===== config.mk =====
export PLATFORM = sky130hd
export DESIGN_NAME = tcp_timer0_cmp_portb
export DESIGN_NICKNAME = d
export VERILOG_FILES = /design/src/tcp_pkg.sv /design/src/tcp_wave_if.sv /design/src/tcp_timer0_cmp_portb.sv /design/src/tcp_wave_unit.sv
export VERILOG_INCLUDE_DIRS = /design/src /design/src/src
export SDC_FILE = /design/constraint.sdc
export NUM_CORES = 1
export LEC_CHECK = 0
export ABC_AREA = 1
export BUFFER_PORTS_ARGS = -buffer_cell sky130_fd_sc_hd__buf_2
export CELL_PAD_IN_SITES_DETAIL_PLACEMENT = 0
export CELL_PAD_IN_SITES_GLOBAL_PLACEMENT = 2
export CORE_ASPECT_RATIO = 2
export CORE_MARGIN = 4
export CORE_UTILIZATION = 35
export CTS_BUF_LIST = sky130_fd_sc_hd__clkbuf_4 sky130_fd_sc_hd__clkbuf_8
export CTS_CLUSTER_SIZE = 30
export DETAILED_ROUTE_END_ITERATION = 10
export GPL_TIMING_DRIVEN = 0
export HOLD_SLACK_MARGIN = 0.05
export PLACE_DENSITY_LB_ADDON = 0.1
export SYNTH_ARGS = -nofsm -noshare
export SYNTH_HDL_FRONTEND = slang
export SYNTH_SLANG_ARGS = --single-unit

===== constraint.sdc =====
create_clock -name i_sys_clk -period 3.4 [get_ports i_sys_clk]
set_input_delay 0.68 -clock i_sys_clk [delete_from_list [all_inputs] [get_ports i_sys_clk]]
set_output_delay 0.68 -clock i_sys_clk [all_outputs]
set_load 0.03 [all_outputs]

===== src/tcp_defs.svh =====
`ifndef TCP_DEFS_SVH
`define TCP_DEFS_SVH

// ----------------------------------------------------------------
// Register map, data-space offsets
// ----------------------------------------------------------------
`define TCP_IO_BASE        8'h20
`define TCP_IO_ADDR_MASK   8'h3f
`define TCP_OFS_PIN_B      8'h23
`define TCP_OFS_DIR_B      8'h24
`define TCP_OFS_CTRL_A     8'h44
`define TCP_OFS_CTRL_B     8'h45

// ----------------------------------------------------------------
// Reset values and writable bits
// ----------------------------------------------------------------
`define TCP_RST_DIR_B      8'h00
`define TCP_RST_PORT_B     8'h00
`define TCP_RST_CTRL_A     8'h00
`define TCP_RST_CTRL_B     8'h00
`define TCP_CTRL_A_MASK    8'hf3
`define TCP_CTRL_B_MASK    8'h0f

// ----------------------------------------------------------------
// Field positions
// ----------------------------------------------------------------
`define TCP_COM_A_HI       7
`define TCP_COM_A_LO       6
`define TCP_COM_B_HI       5
`define TCP_COM_B_LO       4
`define TCP_WGM_HI         1
`define TCP_WGM_LO         0
`define TCP_FORCE_A        7
`define TCP_FORCE_B        6
`define TCP_WGM_2          3
`define TCP_CS_HI          2
`define TCP_CS_LO          0

// ----------------------------------------------------------------
// Clock select codes, prescaler masks and counter limits
// ----------------------------------------------------------------
`define TCP_CS_STOP        3'h0
`define TCP_CS_DIV1        3'h1
`define TCP_CS_DIV8        3'h2
`define TCP_CS_DIV64       3'h3
`define TCP_CS_DIV256      3'h4
`define TCP_CS_DIV1024     3'h5
`define TCP_CS_EXT_FALL    3'h6
`define TCP_CS_EXT_RISE    3'h7
`define TCP_PRE_MASK_8     10'h007
`define TCP_PRE_MASK_64    10'h03f
`define TCP_PRE_MASK_256   10'h0ff
`define TCP_PRE_MASK_1024  10'h3ff
`define TCP_CNT_MAX        8'hff
`define TCP_CNT_BOTTOM     8'h00
`define TCP_WGM_CTC        3'h2
`define TCP_WGM_FAST_OCR   3'h7

`endif


===== src/tcp_pkg.sv =====
`default_nettype none

package tcp_pkg;

  // Waveform families that change how the compare output reacts.
  typedef enum logic [1:0] {
    TCP_WAVE_NONPWM,
    TCP_WAVE_FAST,
    TCP_WAVE_PHASE
  } tcp_wave_t;

  typedef logic [1:0] tcp_com_t;

endpackage

`default_nettype wire


===== src/tcp_wave_if.sv =====
`default_nettype none

interface tcp_wave_if;
  tcp_pkg::tcp_com_t com;
  tcp_pkg::tcp_wave_t wave;
  logic wgm2;
  logic match;
  logic bottom;
  logic force_a;
  logic oc;

  modport ctrl (output com, output wave, output wgm2, output match,
                output bottom, output force_a, input oc);
  modport unit (input com, input wave, input wgm2, input match,
                input bottom, input force_a, output oc);
endinterface

`default_nettype wire


===== src/tcp_timer0_cmp_portb.sv =====
// Notes on behaviour
// - Each register answers at its data-space offset, and at that offset less 0x20 for I/O-space access.
// - Port B direction is eight read/write bits, all zero after reset.
// - Writing one to a bit of the pin register inverts that pin's output state.
// - A nonzero channel A output mode puts the compare output on the pin instead of the port value.
// - The pin driver is enabled only by its direction bit, even while the compare output owns it.
// - Outside PWM, codes 00/01/10/11 mean disconnect, toggle, clear and set on match.
// - In fast PWM, code 01 holds the compare output on the pin unless waveform bit 2 is set, when it toggles on match.
// - In fast PWM, code 10 clears on match and sets at bottom.
// - In fast PWM, code 11 sets on match and clears at bottom.
// - Control A holds both output mode fields in bits 7:4 and waveform bits 1:0, reset zero.
// - Control B takes force strobes at 7 and 6 without storing them, and holds waveform bit 2 at 3 and clock select at 2:0.
// - The channel A force strobe outside PWM applies the output action at once, without interrupt or clear; bit 6 has no effect.
// - The clock select chooses what advances the counter.

`include "tcp_defs.svh"
`default_nettype none

module tcp_timer0_cmp_portb #(
  parameter int PIN_W = 8,
  parameter int CMP_PIN = 6
) (
  // Clock and reset
  input wire logic i_sys_clk,
  input wire logic i_sys_rst,
  // CPU register access
  input wire logic [7:0] i_addr,
  input wire logic i_io_space,
  input wire logic i_wr,
  input wire logic i_rd,
  input wire logic [7:0] i_wr_data,
  output logic [7:0] o_rd_data,
  // Compare value and external count clock
  input wire logic [7:0] i_cmp_a,
  input wire logic i_ext_clk,
  // Port B pins
  input wire logic [PIN_W-1:0] i_pin_b,
  output logic [PIN_W-1:0] o_pin_b,
  output logic [PIN_W-1:0] o_pin_b_oe,
  // Counter status
  output logic [7:0] o_count,
  output logic o_match_a
);

  // ----------------------------------------------------------------
  // Parameter check
  // ----------------------------------------------------------------
  // Registers are byte wide, so the port must be too.
  if (PIN_W != 8 || CMP_PIN < 0 || CMP_PIN >= PIN_W) begin : g_bad_param
    $error("Port must be 8 pins wide with the compare pin inside it.");
  end

  // ----------------------------------------------------------------
  // Declarations
  // ----------------------------------------------------------------
  logic [PIN_W-1:0] pin_s1_q;
  logic [PIN_W-1:0] pin_s2_q;
  logic ext_s1_q;
  logic ext_s2_q;
  logic ext_s3_q;
  logic [7:0] dir_q;
  logic [7:0] port_q;
  logic [7:0] ctrl_a_q;
  logic [7:0] ctrl_b_q;
  logic [9:0] pre_q;
  logic [7:0] cnt_q;
  logic [7:0] cnt_top;
  logic [7:0] data_addr;
  logic [2:0] wgm;
  logic [2:0] cs;
  logic tick;
  logic match_a;
  logic bottom;
  logic wr_pin;
  logic wr_dir;
  logic wr_ctrl_a;
  logic wr_ctrl_b;
  logic override;
  logic [PIN_W-1:0] pin_out_d;
  logic [PIN_W-1:0] pin_out_q;
  logic match_q;
  logic [7:0] rd_d;

  tcp_wave_if wif ();

  // ----------------------------------------------------------------
  // Pin synchronisers
  // ----------------------------------------------------------------
  always_ff @(posedge i_sys_clk or posedge i_sys_rst) begin
    if (i_sys_rst) begin
      pin_s1_q <= '0;
      pin_s2_q <= '0;
    end else begin
      pin_s1_q <= i_pin_b;
      pin_s2_q <= pin_s1_q;
    end
  end

  // The third stage only serves the edge detector.
  always_ff @(posedge i_sys_clk or posedge i_sys_rst) begin
    if (i_sys_rst) begin
      ext_s1_q <= 1'b0;
      ext_s2_q <= 1'b0;
      ext_s3_q <= 1'b0;
    end else begin
      ext_s1_q <= i_ext_clk;
      ext_s2_q <= ext_s1_q;
      ext_s3_q <= ext_s2_q;
    end
  end

  // ----------------------------------------------------------------
  // Address decode
  // ----------------------------------------------------------------
  // I/O-space addresses are shifted into the data space once, so one
  // decoder serves both kinds of access.
  assign data_addr = i_io_space ? ((i_addr & `TCP_IO_ADDR_MASK) + `TCP_IO_BASE)
                                : i_addr;

  always_comb begin
    wr_pin = 1'b0;
    wr_dir = 1'b0;
    wr_ctrl_a = 1'b0;
    wr_ctrl_b = 1'b0;
    if (!i_wr) begin
      wr_pin = 1'b0;
    end else if (data_addr == `TCP_OFS_PIN_B) begin
      wr_pin = 1'b1;
    end else if (data_addr == `TCP_OFS_DIR_B) begin
      wr_dir = 1'b1;
    end else if (data_addr == `TCP_OFS_CTRL_A) begin
      wr_ctrl_a = 1'b1;
    end else if (data_addr == `TCP_OFS_CTRL_B) begin
      wr_ctrl_b = 1'b1;
    end
  end

  // ----------------------------------------------------------------
  // Port B registers
  // ----------------------------------------------------------------
  always_ff @(posedge i_sys_clk or posedge i_sys_rst) begin
    if (i_sys_rst) begin
      dir_q <= `TCP_RST_DIR_B;
    end else if (wr_dir) begin
      dir_q <= i_wr_data;
    end
  end

  // The output latch has no write path of its own here; a pin write
  // is the only way software changes it.
  always_ff @(posedge i_sys_clk or posedge i_sys_rst) begin
    if (i_sys_rst) begin
      port_q <= `TCP_RST_PORT_B;
    end else if (wr_pin) begin
      port_q <= port_q ^ i_wr_data;
    end
  end

  // ----------------------------------------------------------------
  // Timer control registers
  // ----------------------------------------------------------------
  always_ff @(posedge i_sys_clk or posedge i_sys_rst) begin
    if (i_sys_rst) begin
      ctrl_a_q <= `TCP_RST_CTRL_A;
    end else if (wr_ctrl_a) begin
      ctrl_a_q <= i_wr_data & `TCP_CTRL_A_MASK;
    end
  end

  // Force strobes are not stored, so they always read as zero.
  always_ff @(posedge i_sys_clk or posedge i_sys_rst) begin
    if (i_sys_rst) begin
      ctrl_b_q <= `TCP_RST_CTRL_B;
    end else if (wr_ctrl_b) begin
      ctrl_b_q <= i_wr_data & `TCP_CTRL_B_MASK;
    end
  end

  assign wgm = {ctrl_b_q[`TCP_WGM_2], ctrl_a_q[`TCP_WGM_HI:`TCP_WGM_LO]};
  assign cs = ctrl_b_q[`TCP_CS_HI:`TCP_CS_LO];

  // ----------------------------------------------------------------
  // Prescaler and clock select
  // ----------------------------------------------------------------
  // The prescaler free-runs; a divided tick can land up to one full
  // divide period after the select is written.
  always_ff @(posedge i_sys_clk or posedge i_sys_rst) begin
    if (i_sys_rst) begin
      pre_q <= '0;
    end else begin
      pre_q <= pre_q + 10'h001;
    end
  end

  always_comb begin
    case (cs)
      `TCP_CS_STOP: tick = 1'b0;
      `TCP_CS_DIV1: tick = 1'b1;
      `TCP_CS_DIV8: tick = (pre_q & `TCP_PRE_MASK_8) == `TCP_PRE_MASK_8;
      `TCP_CS_DIV64: tick = (pre_q & `TCP_PRE_MASK_64) == `TCP_PRE_MASK_64;
      `TCP_CS_DIV256: tick = (pre_q & `TCP_PRE_MASK_256) == `TCP_PRE_MASK_256;
      `TCP_CS_DIV1024: tick = (pre_q & `TCP_PRE_MASK_1024) == `TCP_PRE_MASK_1024;
      `TCP_CS_EXT_FALL: tick = ext_s3_q && !ext_s2_q;
      default: tick = !ext_s3_q && ext_s2_q;
    endcase
  end

  // ----------------------------------------------------------------
  // Counter and compare
  // ----------------------------------------------------------------
  assign cnt_top = (wgm == `TCP_WGM_CTC || wgm == `TCP_WGM_FAST_OCR) ? i_cmp_a
                                                                      : `TCP_CNT_MAX;
  assign match_a = tick && (cnt_q == i_cmp_a);
  assign bottom = tick && (cnt_q == cnt_top);

  // A force strobe never touches the counter.
  always_ff @(posedge i_sys_clk or posedge i_sys_rst) begin
    if (i_sys_rst) begin
      cnt_q <= `TCP_CNT_BOTTOM;
    end else if (bottom) begin
      cnt_q <= `TCP_CNT_BOTTOM;
    end else if (tick) begin
      cnt_q <= cnt_q + 8'h01;
    end
  end

  always_ff @(posedge i_sys_clk or posedge i_sys_rst) begin
    if (i_sys_rst) begin
      match_q <= 1'b0;
    end else begin
      match_q <= match_a;
    end
  end

  assign o_count = cnt_q;
  assign o_match_a = match_q;

  // ----------------------------------------------------------------
  // Waveform unit
  // ----------------------------------------------------------------
  assign wif.com = ctrl_a_q[`TCP_COM_A_HI:`TCP_COM_A_LO];
  assign wif.wgm2 = wgm[2];
  assign wif.match = match_a;
  assign wif.bottom = bottom;
  assign wif.force_a = wr_ctrl_b && i_wr_data[`TCP_FORCE_A]
                       && (wif.wave == tcp_pkg::TCP_WAVE_NONPWM);

  always_comb begin
    if (wgm[0] == 1'b0) begin
      wif.wave = tcp_pkg::TCP_WAVE_NONPWM;
    end else if (wgm[1]) begin
      wif.wave = tcp_pkg::TCP_WAVE_FAST;
    end else begin
      wif.wave = tcp_pkg::TCP_WAVE_PHASE;
    end
  end

  tcp_wave_unit u_wave (
    .i_sys_clk(i_sys_clk),
    .i_sys_rst(i_sys_rst),
    .w(wif.unit)
  );

  // ----------------------------------------------------------------
  // Pin drive
  // ----------------------------------------------------------------
  assign override = (wif.com != 2'b00);

  always_comb begin
    pin_out_d = port_q;
    if (override) begin
      pin_out_d[CMP_PIN] = wif.oc;
    end
  end

  always_ff @(posedge i_sys_clk or posedge i_sys_rst) begin
    if (i_sys_rst) begin
      pin_out_q <= '0;
    end else begin
      pin_out_q <= pin_out_d;
    end
  end

  assign o_pin_b = pin_out_q;
  // The compare output never enables the driver by itself.
  assign o_pin_b_oe = dir_q;

  // ----------------------------------------------------------------
  // Read data
  // ----------------------------------------------------------------
  always_comb begin
    rd_d = 8'h00;
    if (data_addr == `TCP_OFS_PIN_B) begin
      rd_d = pin_s2_q;
    end else if (data_addr == `TCP_OFS_DIR_B) begin
      rd_d = dir_q;
    end else if (data_addr == `TCP_OFS_CTRL_A) begin
      rd_d = ctrl_a_q;
    end else if (data_addr == `TCP_OFS_CTRL_B) begin
      rd_d = ctrl_b_q;
    end
  end

  always_ff @(posedge i_sys_clk or posedge i_sys_rst) begin
    if (i_sys_rst) begin
      o_rd_data <= 8'h00;
    end else if (i_rd) begin
      o_rd_data <= rd_d;
    end
  end
endmodule

`default_nettype wire


===== src/tcp_wave_unit.sv =====
`default_nettype none

module tcp_wave_unit (
  // Clock and reset
  input wire logic i_sys_clk,
  input wire logic i_sys_rst,
  // Waveform controls
  tcp_wave_if.unit w
);

  logic oc_q;
  logic oc_d;
  logic nonpwm;
  logic fast;
  logic hit;

  assign nonpwm = (w.wave == tcp_pkg::TCP_WAVE_NONPWM);
  assign fast = (w.wave == tcp_pkg::TCP_WAVE_FAST);
  // A forced match only counts outside the PWM modes.
  assign hit = w.match | w.force_a;

  // ----------------------------------------------------------------
  // Compare output state
  // ----------------------------------------------------------------
  // Match is applied after bottom, so a match at bottom wins.
  always_comb begin
    oc_d = oc_q;
    case (w.com)
      2'b01: begin
        if (nonpwm && hit) begin
          oc_d = ~oc_q;
        end else if (fast && w.wgm2 && w.match) begin
          oc_d = ~oc_q;
        end
      end
      2'b10: begin
        if (fast) begin
          if (w.bottom) oc_d = 1'b1;
          if (w.match) oc_d = 1'b0;
        end else if (nonpwm && hit) begin
          oc_d = 1'b0;
        end
      end
      2'b11: begin
        if (fast) begin
          if (w.bottom) oc_d = 1'b0;
          if (w.match) oc_d = 1'b1;
        end else if (nonpwm && hit) begin
          oc_d = 1'b1;
        end
      end
      default: oc_d = oc_q;
    endcase
  end

  always_ff @(posedge i_sys_clk or posedge i_sys_rst) begin
    if (i_sys_rst) begin
      oc_q <= 1'b0;
    end else begin
      oc_q <= oc_d;
    end
  end

  assign w.oc = oc_q;
endmodule

`default_nettype wire


; ---- After elaboration in Yosys (flattened, before gate mapping)
; Index checks and enable logic that the tools add are counted.
[classes]
n_bitwise = 3
reduce_logical = 18
mux = 37
addsub = 3
eq_ne = 27
[op_table]
columns = operator, count
row1 = $mux 8, 7
row2 = $mux 1, 25
row3 = $eq 8x6->1 const B, 2
row4 = $eq 8x7->1 const B, 2
row5 = $eq 8x8->1, 2
row6 = $eq 3x3->1 const B, 5
row7 = $add 10x1->10 const B, 1
row8 = $eq 10x10->1 const B, 1
row9 = $eq 3x2->1 const B, 3
row10 = $logic_and 1x1->1, 9
row11 = $ne 3x1->1 const B, 3
row12 = $add 8x1->8 const B, 1
row13 = $eq 8x8->1 const B, 1
row14 = $ne 4x4->1 const B, 2
row15 = $xor 8x8->8, 1
row16 = $add 6x6->7 const B, 1
row17 = $pmux 1 s7, 1
row18 = $eq 6x6->1 const B, 1
row19 = $reduce_and 6->1, 1
row20 = $eq 2x1->1 const B, 2
row21 = $eq 2x2->1 const B, 2
row22 = $mux 2, 2
row23 = $mux 4, 1
row24 = $reduce_bool 2->1, 2
row25 = 9 further kinds, 10
[totals]
out_inout_bits = 33
input_bits = 38
word_cells = 103
reg_bits = 81

; ---- Longest topological paths before layout
[logic_depth]
depth_word = 15
depth_mapped = 15
mapped_depth_nobuf = 15

; ---- Hierarchy
; A second synthesis with hierarchy kept.
[hier_totals]
hier_cells = 435
area_unflattened_um2 = 3727.3
[by_module_without_submodules]
columns = mod, cells_each, seq_area_each_um2, area_each_um2, n_inst
row1 = tcp_timer0_cmp_portb, 404, 2001.9, 3574.7, 1
row2 = tcp_wave_unit, 31, 25.0, 152.6, 1

; ---- Worst setup path after synthesis
; Ideal clock, no wire load.
[synth_path]
path_type = input to register
from = input i_io_space
to = register port_q[7]
setup_slack_ps = 1619
required_time_ps = 3277
path_buffers = 1
arrival_time_ps = 1658
setup_ps = 123
stages = 9
path_cell_list = inv_2 > nand2_1 > or2_1 > a21oi_2 > nand2_2 > clkinv_2 > buf_12 > nand3_1 > xnor2_1
[synth_between]
elab_chain_cells = 4
[synth_lines]
columns = element, line_no
row1 = from (decl), tcp_timer0_cmp_portb.sv:28  ; input wire logic i_io_space,
row2 = $mux 8, tcp_timer0_cmp_portb.sv:117  ; assign data_addr = i_io_space ? ((i_addr & `TCP_IO_ADDR_MASK) + `TCP_IO_BASE)
row3 = $eq 8x6->1 (no line), -
row4 = $mux 1, tcp_timer0_cmp_portb.sv:127  ; end else if (data_addr == `TCP_OFS_PIN_B) begin
row5 = $mux 1, tcp_timer0_cmp_portb.sv:125  ; if (!i_wr) begin
row6 = to (signal assigned), tcp_timer0_cmp_portb.sv:153  ; port_q <= `TCP_RST_PORT_B;
row7 = to (signal assigned), tcp_timer0_cmp_portb.sv:155  ; port_q <= port_q ^ i_wr_data;
row8 = to (decl), tcp_timer0_cmp_portb.sv:62  ; logic [7:0] port_q;
; No other way between the ends.
; A chain may end at the register's enable or synchronous reset.

; ---- Worst setup path in the final report
[layout_path]
from = register pre_q[0]
to = register u_wave.oc_q, in the netlist u_wave.w.oc
[layout_between]
elab_chain_cells = 7
word_cells_on_any_way = 22
cone_classes = 9 x eq/ne / 7 x mux / 1 x bitwise / 5 x reduce/logical
[layout_lines]
columns = element, line_no
row1 = from (decl), tcp_timer0_cmp_portb.sv:65  ; logic [9:0] pre_q;
row2 = from (signal assigned), tcp_timer0_cmp_portb.sv:191  ; pre_q <= pre_q + 10'h001;
row3 = $eq 10x10->1 (no line) (tied with other cells), -
row4 = $pmux 1 s7 (*), tcp_timer0_cmp_portb.sv:196  ; case (cs)
row5 = $logic_and 1x1->1, tcp_timer0_cmp_portb.sv:213  ; assign match_a = tick && (cnt_q == i_cmp_a);
row6 = $or 1x1->1, tcp_wave_unit.sv:20  ; assign hit = w.match | w.force_a;
row7 = $logic_and 1x1->1, "tcp_wave_unit.sv:30, tcp_wave_unit.sv:40, tcp_wave_unit.sv:48"
row8 = $ne 3x1->1 (no line) / $mux 1 (equally long branches), -
row9 = $reduce_and 6->1 (no line) / $pmux 1 s3 (equally long branches), -
row10 = to (signal assigned), tcp_wave_unit.sv:58  ; oc_q <= 1'b0;
row11 = to (signal assigned), tcp_wave_unit.sv:60  ; oc_q <= oc_d;
row12 = to (decl), tcp_wave_unit.sv:11  ; logic oc_q;
; Mark *: on every way between the ends. The rest lies on a longest branch, timed or not.

==> results.md <==
* Outcome: completed
* Final period util at 55.72%
* Min Tclk post-route at 1.894 ns
* Max-cap violations at 0
* Ant. Diodes at 0
* Starting Density at 35.76%
* Vias in the first global route at 2885
* Layout fillers at 1061
* Placed cells at 597
* Critical path fanouts, max at 10
* Cells after Synth at 392
* Initial antenna violation count at 0
* Met2 wire length at 4.952 mm
* Die width at 80.01 µm
* Die Height at 152.0 µm
* Most frequent CP cell: nand2_1
* Total gr overflow at 0
* Total detailed-routing wirelength at 8.523 mm
* CP startpoint kind: flip-flop
* Worst-margin pin slew at 0.3869 ns
* Syn-to-layout area delta at 20.65%
* CP Class: flip-flop to flip-flop
* Num CTS Buffers at 9
* Setup crit end kind: flip-flop
* Clk_lat worst skew at 0.36 ns
* Post-route insts no fill at 613
* Drt pass-1 iters at 4
* I/O Buffers at 69
* Row cnt at 52
* Core ar. at 10150 µm²
* Global-route wire length before repair at 14.08 mm
* Dpl hpwl at 6.770 mm
* Clock-pin slew on the worst setup and hold paths at 0.09 ns
* CTS Root Cell: clkbuf_8
* Dpl ws at 1.181 ns
* Slew HR at 74.21%
* Hold WC Path Type: input pin to async pin
* Top Ports at 71
* # clock sinks at 81
* Via/cell ratio at 4.455
* Syn nets at 433
* H-tree Lvls at 3
* Post-CTS Hold Buffers at 0
* RSZ-0062 raised after global routing: no
* Top delay family on crit path: simple AND/OR/NAND/NOR gates
* Final net count at 514
* Via count at 2731
* Setup TNS Final at 0 ns
* Crit-path slowest cell: dfrtp_1
* Post-DR wirelength/cell at 13.90 µm
* Arr. time, crit path at 2.14 ns
* Pin count of the biggest net entering global routing at 70
* PostCTS Resize Cnt at 0
* Commonest non-fill, non-tap cell in the layout: nand2_1
* WL met3 at 324 µm
* Crit path buffers/inverters at 0
* Post-CTS Setup Bufs at 0
* Clock Path Buffers at 2
* Highest-count cells in the layout ignoring fill and taps: nand2_1 (97), dfrtp_1 (81), buf_2 (70)
* Area leader, netlist: dfrtp_1
* Fin. Hold Viols at 0
* Ys async rst share at 100.0%
* Library cells used by synthesis at 35
* Final ANT Viol Nets at 0
* Top Layer Used: met4
* GP Congestion at 0.7521
* Skew final at 0.01564 ns
* Tot GR Track Use at 15.28%
* CP required at 3.64 ns
* Fin util at 43.15%
* Leakage at 2.286 nW
* Metal-1 WL at 3.010 mm
* CP max stage delay at 0.39 ns
* Final worst slack at 1.506 ns
* Synthesized area per cell at 9.260 µm²
* Top FF cell, synth: dfrtp_1
* Critical-path cell list: ha_1, nand2_1, nor2_2, nand2_1, o21ai_1, nand2_1, nand2_4, nand2_2, nand2_1, nand2_1, nand2_1, nand2_1, nand2_1, nand2_1
* Mapped cell area at 3630 µm²
* DRC Markers at 0
* Die ar. at 12160 µm²
* Layout cell share with drive strength beyond 1 at 26.36%
* Power per cell area at 536.3 nW/µm²
* Seq/Total Area, Yosys at 55.84%
* CTS tree: done
* EDFF count, synth at 0
* Post-synthesis register bit count at 81
* Yosys top cell area share at 55.84%
* Finish-stage setup viols at 0
* F_max at 0.5279 GHz
* Peak supply drop at 0.2667 mV
* Top post-synthesis cells by area: dfrtp_1 (56%), nand2_1 (10%), inv_1 (5.8%)
* Final slew viol count at 0
* Initial drt markers at 118
* Synth warnings at 0
-- final timing paths --
path / from / to / slack [ns] / cells after the start
max: pre_q[0]$_DFF_PP0_ / u_wave.w.oc$_DFFE_PP0P_ / 1.51 / 14
min: i_sys_rst / o_pin_b[2]$_DFF_PP0_ / 0.22 / 2
max reg2reg: pre_q[0]$_DFF_PP0_ / u_wave.w.oc$_DFFE_PP0P_ / 1.51 / 14
min reg2reg: pin_s1_q[6]$_DFF_PP0_ / pin_s2_q[6]$_DFF_PP0_ / 0.35 / 0
max in group asynchronous: i_sys_rst / o_count[2]$_DFFE_PP0P_ / 2.58 / 3
min in group i_sys_clk: pin_s1_q[6]$_DFF_PP0_ / pin_s2_q[6]$_DFF_PP0_ / 0.35 / 0
-- cell type report --
class | count | area [µm²] | area share, %
Clock inverter | 6 | 73.82 | 1.686
Sequential cell | 81 | 2027 | 46.29
Multi-Input combinational cell | 247 | 1329 | 30.34
Inverter | 59 | 225.2 | 5.143
Buffer | 5 | 51.30 | 1.171
Clock buffer | 10 | 131.4 | 3.000
Timing Repair Buffer | 70 | 372.9 | 8.514
Tap cell | 135 | 168.9 | 3.857
-- logic make-up (layout without fill, tap and decap cells) --
| group | after synthesis | in the layout | synth area share, % |
|---|---|---|---|
| AOI/OAI and AO/OA | 54 | 54 | 8.066 |
| DFF | 81 | 81 | 55.84 |
| buffers and inverters | 64 | 150 | 7.549 |
| xor gates and xnor gates | 15 | 15 | 3.619 |
| adders and majority gates | 3 | 3 | 1.034 |
| muxes | 4 | 4 | 1.241 |
| and+or+nand+nor | 171 | 171 | 22.65 |
-- worst register-to-register path: cells and delay by family, from the launching register on --
| kind | cells | cell delay (ns) |
|---|---|---|
| adder cells (fa/ha/maj) | 1 | 0.18 |
| AO/OA/AOI/OAI | 1 | 0.13 |
| AND/OR/NAND/NOR | 12 | 1.08 |
| flip-flops | 1 | 0.39 |
-- per-layer routing --
layer,global-route usage (%),vias up
met5,0,-
li1,-,1392
met3,3.140,14
met2,28.48,61
met4,7.252,0
met1,15.50,1264
-- through the flow --
| step | hold slack (ns) | total power (W) | instance area [µm²] |
|---|---|---|---|
| finish | 0.2222 | 0.002349 | 4379 |
| global route | 0.2065 | 0.002498 | 4379 |
| CTS | 0.2029 | 0.002398 | 4379 |
| detailed placement | 0.3358 | 0.001655 | 4174 |
| global placement | 0.3321 | 0.001644 | 4144 |
| floorplan | 0.3312 | 0.001478 | 3630 |
-- report_power, final --
group	switching, W	leakage, nW	internal [W]
logic	0.000326	1.18	0.000150
registers	0.0000882	1.01	0.00106
clock network	0.000371	0.0988	0.000358
total	0.000784	2.29	0.00156
-- cell usage after synthesis (2+ instances only) --
cell type  number
a21oi_1        13
buf_6           2
dfrtp_1        81
ha_1            3
inv_1          56
inv_2           2
mux2_2          4
nand2_1        97
nand2_2         5
nand2_4         2
nand3_1        20
nand3_2        11
nor2_1         22
nor2_2          4
nor3_1          3
o21ai_0        28
o21ai_1         4
o21ai_2         2
o22ai_1         4
xnor2_1        10
xor2_1          5
-- sequential cells by signal, indices dropped and copies added, names as in the netlist, 4 cells and up --
signal and cells:
ctrl_a_q 6, o_rd_data 8, pin_s1_q 8, pre_q 10, port_q 8, pin_s2_q 8, o_pin_b_oe 8, ctrl_b_q 4
o_pin_b 8, o_count 8
No activity file was read; power rests on OpenSTA's default activity.
